### config.mk
export PLATFORM = sky130hd
export DESIGN_NAME = device_status_and_checksum_regs
export DESIGN_NICKNAME = d
export VERILOG_FILES = /design/src/include/dev_status_pkg.sv /design/src/core/device_status_and_checksum_regs.sv /design/src/core/pin_level_filter.sv /design/src/core/write_checksum_unit.sv
export SDC_FILE = /design/constraint.sdc
export NUM_CORES = 1
export LEC_CHECK = 0
export BUFFER_PORTS_ARGS = -buffer_cell sky130_fd_sc_hd__buf_4
export CELL_PAD_IN_SITES_DETAIL_PLACEMENT = 1
export CELL_PAD_IN_SITES_GLOBAL_PLACEMENT = 2
export CORE_MARGIN = 1
export CORE_UTILIZATION = 29
export CTS_CLUSTER_DIAMETER = 30
export DETAILED_ROUTE_END_ITERATION = 12
export GPL_TIMING_DRIVEN = 0
export PLACE_DENSITY_LB_ADDON = 0.1
export SYNTH_ARGS = -nofsm -noshare
export SYNTH_HDL_FRONTEND = slang
export SYNTH_SLANG_ARGS = --single-unit
### constraint.sdc
create_clock -name i_ref_clk -period 5.1 [get_ports i_ref_clk]
set_input_delay 1.02 -clock i_ref_clk [delete_from_list [all_inputs] [get_ports i_ref_clk]]
set_output_delay 1.02 -clock i_ref_clk [all_outputs]
set_load 0.03 [all_outputs]
### src/include/dev_status_pkg.sv
package dev_status_pkg;

    // Control-bus geometry.
    localparam int ADDR_W = 8;
    localparam int DATA_W = 8;
    localparam int PAGE_W = 8;
    localparam int CH_N   = 4;

    // Register map: both registers live on page zero.
    localparam logic [PAGE_W-1:0] STATUS_PAGE      = 8'h00;
    localparam logic [ADDR_W-1:0] STATUS_ONE_ADDR  = 8'h7A;
    localparam logic [ADDR_W-1:0] CHECKSUM_ADDR    = 8'h7E;

    // Reset values.
    localparam logic [DATA_W-1:0] STATUS_ONE_RESET = 8'h80;
    localparam logic [DATA_W-1:0] CHECKSUM_RESET   = 8'h00;

    // Field positions inside the status register.
    localparam int MODE_MSB         = 7;
    localparam int MODE_LSB         = 5;
    localparam int PLL_BIT          = 4;
    localparam int BIAS_BIT         = 3;
    localparam int RESERVED_BIT     = 2;
    localparam int INPUT_FAULT_BIT  = 1;
    localparam int BIAS_FAULT_BIT   = 0;

    // Operating mode codes.
    localparam logic [2:0] MODE_SLEEP       = 3'h4;
    localparam logic [2:0] MODE_ACTIVE_IDLE = 3'h6;
    localparam logic [2:0] MODE_ACTIVE_BUSY = 3'h7;

    // Pin synchroniser depth and checksum polynomial (x^8 + x^2 + x + 1).
    localparam int                SYNC_STAGES  = 3;
    localparam logic [DATA_W-1:0] CHECKSUM_POLY = 8'h07;

    // One CRC-8 step over a whole written byte, msb first.
    function automatic logic [DATA_W-1:0] crc8_step(input logic [DATA_W-1:0] crc,
                                                   input logic [DATA_W-1:0] data);
        logic [DATA_W-1:0] acc;
        acc = crc ^ data;
        for (int i = 0; i < DATA_W; i++) begin
            acc = acc[DATA_W-1] ? ((acc << 1) ^ CHECKSUM_POLY) : (acc << 1);
        end
        return acc;
    endfunction : crc8_step

endpackage : dev_status_pkg

### src/core/device_status_and_checksum_regs.sv
// Summary of operation
// - Mode field bits 7-5, reset 100b.
// - Active, all channels off reports code 6.
// - Active, any channel on reports code 7.
// - Bit 4 follows PLL enabled state.
// - Bit 3 follows mic bias enabled state.
// - Bit 1 flags input-fault record shutdown.
// - Bit 0 flags bias-fault full record shutdown.
// - Bit 2 reserved, reads zero.
// - Writing checksum register loads written byte.
// - Any other register write updates checksum.
// - Record channels powered only while power-up set.
`timescale 1ns/100ps
`default_nettype none

module device_status_and_checksum_regs (
    // Clock and reset.
    input  wire logic                              i_ref_clk,
    input  wire logic                              i_nrst,
    // Register write port from the control-bus decoder.
    input  wire logic                              i_wr_en,
    input  wire logic [dev_status_pkg::PAGE_W-1:0] i_wr_page,
    input  wire logic [dev_status_pkg::ADDR_W-1:0] i_wr_addr,
    input  wire logic [dev_status_pkg::DATA_W-1:0] i_wr_data,
    // Register read port.
    input  wire logic                              i_rd_en,
    input  wire logic [dev_status_pkg::PAGE_W-1:0] i_rd_page,
    input  wire logic [dev_status_pkg::ADDR_W-1:0] i_rd_addr,
    output logic      [dev_status_pkg::DATA_W-1:0] o_rd_data,
    output logic                                   o_rd_hit,
    // Power-state signals from the power-up control logic.
    input  wire logic                              i_sleep,
    input  wire logic                              i_record_power_up,
    input  wire logic [dev_status_pkg::CH_N-1:0]   i_record_ch_enable,
    input  wire logic [dev_status_pkg::CH_N-1:0]   i_playback_ch_on,
    // Analog-side levels, asynchronous to the clock.
    input  wire logic                              i_pll_enabled,
    input  wire logic                              i_bias_enabled,
    input  wire logic                              i_input_fault_pd,
    input  wire logic                              i_bias_fault_pd,
    // Derived outputs.
    output logic      [dev_status_pkg::CH_N-1:0]   o_record_ch_on,
    output logic      [dev_status_pkg::DATA_W-1:0] o_checksum,
    output logic      [dev_status_pkg::DATA_W-1:0] o_status
);
    import dev_status_pkg::*;

    logic [CH_N-1:0]   record_on_reg;
    logic [CH_N-1:0]   record_on_next;
    logic [DATA_W-1:0] status_reg;
    logic [DATA_W-1:0] status_next;
    logic [DATA_W-1:0] rd_data_reg;
    logic [DATA_W-1:0] rd_data_next;
    logic              rd_hit_reg;
    logic              rd_hit_next;
    logic [2:0]        mode_next;
    logic [3:0]        analog_level;
    logic [DATA_W-1:0] checksum_value;

    // True when a page and address select the given register on page zero.
    function automatic logic reg_select(input logic [PAGE_W-1:0] page,
                                        input logic [ADDR_W-1:0] addr,
                                        input logic [ADDR_W-1:0] target);
        return (page == STATUS_PAGE) && (addr == target);
    endfunction : reg_select

    wire pll_level         = analog_level[3];
    wire bias_level        = analog_level[2];
    wire input_fault_level = analog_level[1];
    wire bias_fault_level  = analog_level[0];

    // Address decode for the write and read ports.
    wire wr_checksum_hit = i_wr_en && reg_select(i_wr_page, i_wr_addr, CHECKSUM_ADDR);
    wire wr_other_hit    = i_wr_en && !wr_checksum_hit;
    wire rd_status_hit   = i_rd_en && reg_select(i_rd_page, i_rd_addr, STATUS_ONE_ADDR);
    wire rd_checksum_hit = i_rd_en && reg_select(i_rd_page, i_rd_addr, CHECKSUM_ADDR);

    // Analog flags cross into the clock domain through a filtered chain.
    pin_level_filter #(
        .WIDTH       (4),
        .RESET_VALUE (4'h0)
    ) u_analog_sync (
        .i_ref_clk (i_ref_clk),
        .i_nrst    (i_nrst),
        .i_raw     ({i_pll_enabled, i_bias_enabled, i_input_fault_pd, i_bias_fault_pd}),
        .o_level   (analog_level)
    );

    // Checksum register: the written byte loads it, other writes fold in.
    write_checksum_unit u_checksum (
        .i_ref_clk (i_ref_clk),
        .i_nrst    (i_nrst),
        .i_load    (wr_checksum_hit),
        .i_fold    (wr_other_hit),
        .i_data    (i_wr_data),
        .o_value   (checksum_value)
    );

    // Record channels run only when enabled and the power-up bit is set.
    assign record_on_next = i_record_power_up ? i_record_ch_enable : '0;

    // Mode: sleep wins, otherwise active idle or active busy.
    assign mode_next = i_sleep ? MODE_SLEEP :
                       ((|record_on_reg) || (|i_playback_ch_on)) ? MODE_ACTIVE_BUSY
                                                                 : MODE_ACTIVE_IDLE;

    // Assemble the status byte; the reserved bit is tied low.
    always_comb begin
        status_next                  = '0;
        status_next[MODE_MSB:MODE_LSB] = mode_next;
        status_next[PLL_BIT]         = pll_level;
        status_next[BIAS_BIT]        = bias_level;
        status_next[RESERVED_BIT]    = 1'b0;
        status_next[INPUT_FAULT_BIT] = input_fault_level;
        status_next[BIAS_FAULT_BIT]  = bias_fault_level;
    end

    // Read selection; an unmapped address answers zero with no hit.
    assign rd_data_next = rd_status_hit   ? status_reg :
                          rd_checksum_hit ? checksum_value : '0;
    assign rd_hit_next  = rd_status_hit || rd_checksum_hit;

    // Status and channel state registers.
    always_ff @(posedge i_ref_clk) begin
        if (!i_nrst) begin
            status_reg    <= STATUS_ONE_RESET;
            record_on_reg <= '0;
        end else begin
            status_reg    <= status_next;
            record_on_reg <= record_on_next;
        end
    end

    // Read answer registers, one cycle after the request.
    always_ff @(posedge i_ref_clk) begin
        if (!i_nrst) begin
            rd_data_reg <= '0;
            rd_hit_reg  <= 1'b0;
        end else begin
            rd_data_reg <= rd_data_next;
            rd_hit_reg  <= rd_hit_next;
        end
    end

    // Output drive.
    assign o_rd_data      = rd_data_reg;
    assign o_rd_hit       = rd_hit_reg;
    assign o_record_ch_on = record_on_reg;
    assign o_checksum     = checksum_value;
    assign o_status       = status_reg;

    wire [2:0] mode_now = status_reg[MODE_MSB:MODE_LSB];
    wire any_channel_on = (|record_on_reg) || (|i_playback_ch_on);
endmodule : device_status_and_checksum_regs

`default_nettype wire

### src/core/pin_level_filter.sv
`timescale 1ns/100ps
`default_nettype none

module pin_level_filter #(
    parameter int WIDTH  = 4,
    parameter logic [WIDTH-1:0] RESET_VALUE = '0
) (
    // Clock and reset.
    input  wire logic             i_ref_clk,
    input  wire logic             i_nrst,
    // Levels from another domain and their filtered copy.
    input  wire logic [WIDTH-1:0] i_raw,
    output logic      [WIDTH-1:0] o_level
);
    import dev_status_pkg::*;

    logic [WIDTH-1:0] meta_reg;
    logic [WIDTH-1:0] sync2_reg;
    logic [WIDTH-1:0] sync3_reg;
    logic [WIDTH-1:0] level_reg;
    logic [WIDTH-1:0] level_next;
    wire  [WIDTH-1:0] agree_w;

    // A bit changes only when the second and third stages agree.
    assign agree_w    = ~(sync2_reg ^ sync3_reg);
    assign level_next = (agree_w & sync2_reg) | (~agree_w & level_reg);
    assign o_level    = level_reg;

    // Three-stage chain; the first stage feeds only the second.
    always_ff @(posedge i_ref_clk) begin
        if (!i_nrst) begin
            meta_reg  <= RESET_VALUE;
            sync2_reg <= RESET_VALUE;
            sync3_reg <= RESET_VALUE;
            level_reg <= RESET_VALUE;
        end else begin
            meta_reg  <= i_raw;
            sync2_reg <= meta_reg;
            sync3_reg <= sync2_reg;
            level_reg <= level_next;
        end
    end

endmodule : pin_level_filter

`default_nettype wire

### src/core/write_checksum_unit.sv
`timescale 1ns/100ps
`default_nettype none

module write_checksum_unit (
    // Clock and reset.
    input  wire logic                              i_ref_clk,
    input  wire logic                              i_nrst,
    // Load a new value or fold a written byte in.
    input  wire logic                              i_load,
    input  wire logic                              i_fold,
    input  wire logic [dev_status_pkg::DATA_W-1:0] i_data,
    // Current checksum.
    output logic      [dev_status_pkg::DATA_W-1:0] o_value
);
    import dev_status_pkg::*;

    logic [DATA_W-1:0] sum_reg;
    logic [DATA_W-1:0] sum_next;

    // A load takes the written byte; any other write folds it in by CRC-8.
    assign sum_next = i_load ? i_data :
                      i_fold ? crc8_step(sum_reg, i_data) : sum_reg;
    assign o_value  = sum_reg;

    // Checksum storage.
    always_ff @(posedge i_ref_clk) begin
        if (!i_nrst) begin
            sum_reg <= CHECKSUM_RESET;
        end else begin
            sum_reg <= sum_next;
        end
    end

endmodule : write_checksum_unit

`default_nettype wire

**After elaboration in Yosys (flattened, before gate mapping)**

Index checks and enable logic that the tools add are counted.

- Equality and inequality tests: 3
- Reductions and logical operators: 17
- Multiplexer cells: 13
- Bitwise operators: 16

Operators with widths:

| cell | number |
|---|---|
| two-way mux 8 bit | 4 |
| == test 8 x 7 -> 1 bit (second input constant) | 3 |
| two-way mux 3 bit | 8 |
| inverter 3 bit | 8 |
| zero test 8 bit | 2 |
| bitwise AND 4 bit | 2 |
| inverter 4 bit | 2 |
| OR reduction 4 bit | 2 |
| bitwise XOR 8 bit | 1 |
| logical AND 1 bit | 7 |
| OR 4 bit | 1 |
| bitwise XOR 4 bit | 1 |
| logical OR 1 bit | 2 |
| AND reduction 2 bit | 1 |
| nonzero test 2 bit | 1 |
| OR reduction 2 bit | 1 |
| zero test 1 bit | 1 |
| two-way mux 1 bit | 1 |
| inverter 1 bit | 1 |

- Output and inout port bits: 29
- Register bits after elaboration: 45

**Depth between registers and ports, before layout**

- Word-level depth: 19
- Depth in mapped cells: 6
- Gate-level depth less buffers: 5

**Modules after synthesis**

From an unflattened synthesis, not the netlist that was laid out.

- Cells, all modules: 189
- Area total of the unflattened synthesis: 1,914.3 um^2

By module, submodules not included:

| module | cells an instance | area each (um^2) | seq. area each (um^2) | times used |
|---|---|---|---|---|
| device_status_and_checksum_regs | 70 | 732.0 | 380.4 | 1 |
| write_checksum_unit | 77 | 664.4 | 160.2 | 1 |
| pin_level_filter | 42 | 518.0 | 320.3 | 1 |

**Least setup slack after synthesis**

Ideal clock, no wire load.

- Path type: input -> register
- From: input port i_wr_data[6] (netlist name)
- To: register u_checksum.sum_reg[2] (netlist: u_checksum.o_value[2])
- Setup slack: 2,446 ps
- Stages on the path: 5
- Buffers on the path: 0
- Required time: 5,042 ps
- Data arrival time: 2,597 ps
- Path through: xnor2_1 > xor3_1 > or4b_1 > a21oi_1 > o21a_1

- Cells in the longest elaborated chain, start to end: 5

RTL lines:

| what | line | source |
|---|---|---|
| start, declared | device_status_and_checksum_regs.sv:24 | `input wire logic [dev_status_pkg::DATA_W-1:0] i_wr_data,` |
| bitwise XOR 8 bit | dev_status_pkg.sv:40 | `acc = crc ^ data;` |
| two-way mux 3 bit (2 in series) | dev_status_pkg.sv:42 | `acc = acc[DATA_W-1] ? ((acc << 1) ^ CHECKSUM_POLY) : (acc << 1);` |
| two-way mux 8 bit | write_checksum_unit.sv:22 | `i_fold ? crc8_step(sum_reg, i_data) : sum_reg;` |
| two-way mux 8 bit | write_checksum_unit.sv:21 | `assign sum_next = i_load ? i_data :` |
| end signal, assigned | write_checksum_unit.sv:30 | `sum_reg <= sum_next;` |
| end, declared | write_checksum_unit.sv:17 | `logic [DATA_W-1:0] sum_reg;` |

Every way passes these cells. The select of a mux whose other input is x is not followed.
A chain may end at the register's enable or synchronous reset.

**Final worst setup path**

Ends and elaborated chain as after synthesis.

==> summary.md <==
| Metric | Value |
|---|---|
| Status | finished with violations |
| Violated checks | design-rule violations |
| Clk sink count | 43 |
| Detailed Routing Iterations Pass 1 | 8 |
| Slew headroom | ~59% |
| CTS tree | yes |
| Routed len/inst | between 10 and 15 um |
| DR vias/cell | 4.90 |
| Yosys reg bits | 43 |
| Layout cells sized above 1 | between 30% and 40% |
| Main synth FF type | dfxtp_1 |
| Yosys warns | 0 |
| Clk root buf | clkbuf_8 |
| Syn Area/Cell | 9.42 um2 |
| R2r setup slk | 2.90 ns |
| End of the critical path | u_checksum.o_value[2] |
| Largest net degree at the start of global routing | 16 |
| Drt total wl | approximately 5.4 mm |
| Chip Width | between 80 and 90 um |
| Initial antenna violation count | 0 |
| Most common cell after layout, fill and taps aside | buf_4 |
| PD cells | 403 nW/um2 |
| DIE AREA | 7190 um2 |
| Worst r2r src | u_checksum.o_value[6] |
| Setup Skew | 0.0100 ns |
| Fin. max-slew vios | 0 |
| Number of global-route vias before repair | 1,843 |
| Final period utilization | 51.2% |
| CP max FO | 4 |
| Total GRT Usage | 15.8% |
| Data arrival, critical path | 2.86 ns |
| FILL cells | 751 |
| H-tree depth | 2 |
| Fin cells | 379 |
| Top-Level Pins | 87 |
| Initial DRC count | 76 |
| Leakage | 0.00126 uW |
| Sequential-to-total area share from yosys stat | 43.3% |
| Area of the multi-input gates | 1050 um2 |
| R2r endpoint | u_checksum.o_value[2] |
| FP Rows | 29 |
| Total grt overflow | 0 |
| CP startpoint | i_wr_data[6] |
| Input/output buffers | 83 |
| Max clock buf depth | 2 |
| Commonest cells after routing, fill and taps aside | buf_4, dfxtp_1, and2_1, o21ai_0, xnor2_1 |
| Critical Path RT | 5.35 ns |
| DPL Wire Length | approximately 4.2 mm |
| Maximum VDD drop | between 0.15 and 0.2 mV |
| Max_cap viols | 0 |
| Area Growth Syn to Fin | 42.1% |
| Hold Vio Cnt, Final | 0 |
| Setup crit end kind | register |
| CTS buffer count | 5 |
| Clk slew on worst S/H paths | ~0.090 ns |
| Setup Viol. Count Final | 0 |
| Worst setup SP type | input port |
| Post-DRT Antenna Nets | 0 |
| Final Util | between 40% and 50% |
| Clk_lat worst skew | 0.30 ns |
| Chip height | approximately 85 um |
| HP Class | register to register |
| Syn Inst Count | 211 |
| First-pass GRT wire length | 8.86 mm |
| FF-to-FF path depth | 5 |
| Asr flop ratio synth | 0% |
| Syn nets | 269 |
| Via count | 1,858 |
| Post-CTS sizing | 0 |
| Min cycle time layout | ~2.6 ns |
| Number of synthesized flops with an enable pin | 0 |
| # Post-CTS Setup Buffers | 0 |
| Placed inst area | around 2700 um2 |
| Global placer's final weighted congestion | 0.722 |
| Seq. cell area | 861 um2 |
| Post-Syn Area | about 2000 um2 |
| Setup_tns | 0 ns |
| DRC Markers | 10 |
| Placed cell count | ~370 |
| Starting Density | 30.6% |
| Core Area | around 6500 um2 |
| Post-route cell area | ~2800 um2 |
| Crit path kind | input port to register |
| RSZ-0062 raised after global routing | false |
| Final #Nets | around 360 |
| Worst Max-Slew Pin Slew | between 0.6 and 0.7 ns |
| # hold bufs at CTS | 0 |
| Diodes inserted | 0 |
| Fmax | between 0.3 and 0.4 GHz |
| Yosys cell types | 40 |
cells by family after synthesis:
logic type	count (synthesis)	synth area share [%]
AOI/OAI and AO/OA	41	14.0
xor gates and xnor gates	16	8.50
buffers and inverters	18	3.84
DFF	43	43.3
muxes	7	3.53
other	2	0.378
and+or+nand+nor	84	26.4
per-layer routing:
metal	global-route usage, %	up-vias	share of wire [%]
li1	-	923	-
met1	20.6	871	47
met2	25.2	57	45
met3	4.13	7	6.2
met4	5.55	0	1.3
met5	0	-	0
Yosys cell counts, types with 2 or more instances:
library cell   n  share of area, %
a21boi_0      12               4.5
a21oi_1        2              0.50
a221oi_1       6               2.6
and2_1        24               7.6
and3_1        11               3.5
and3b_1        5               2.2
buf_4          2              0.76
clkbuf_1       5              0.94
conb_1         2              0.38
dfxtp_1       43                43
inv_1          9               1.7
mux2i_1        7               3.5
nand2_1        9               1.7
nand2b_1       3              0.94
nand4_1        2              0.63
nand4b_1       2              0.88
nor2_1         9               1.7
nor4_1         4               1.3
nor4b_1        5               2.2
o21ai_0       16               4.0
xnor2_1       14               6.2
worst min-delay path by stage:
stage                               from                    endpoint  slack [ns]  cells after the start
6_report       u_analog_sync.meta_reg[0]  u_analog_sync.sync2_reg[0]        0.44                      1
3_5_place_dp   u_analog_sync.meta_reg[3]  u_analog_sync.sync2_reg[3]        0.42                      1
3_3_place_gp   u_analog_sync.meta_reg[2]  u_analog_sync.sync2_reg[2]        0.41                      1
5_1_grt        u_analog_sync.meta_reg[3]  u_analog_sync.sync2_reg[3]        0.46                      1
2_1_floorplan  u_analog_sync.meta_reg[0]  u_analog_sync.sync2_reg[0]        0.41                      1
4_1_cts        u_analog_sync.meta_reg[3]  u_analog_sync.sync2_reg[3]        0.45                      1
per-stage QoR:
step / setup WS [ns] / power (uW) / hold WS (ns)
after global placement: 2.16 / 869 / 0.414
final: 2.49 / 1140 / 0.440
after CTS: 2.48 / 1150 / 0.445
after detailed placement: 2.17 / 874 / 0.423
after global routing: 2.41 / 1210 / 0.458
after floorplan: 2.45 / 730 / 0.412
worst max-delay path: stages:
cell and delay [ns]:
buf_4 0.13, xnor2_1 0.39, xor3_1 0.56, or4b_1 0.47
a21oi_1 0.16, o21a_1 0.13
area by class of cell:
cell class	count	area share, %
repair buffers	83	22.1
flip-flops and latches	43	30.5
well taps	77	3.41
clock buffers	5	2.44
inverters	9	1.20
plain buffers	9	1.51
clock inverters	3	1.68
multi-input cells	150	37.2
power breakdown:
group / internal (uW) / switching (uW) / leakage [uW]
clock network: 148 / 125 / 0.0000587
logic: 221 / 219 / 0.000853
registers: 368 / 54.3 / 0.000351
Power figures use the tool's default switching activity.
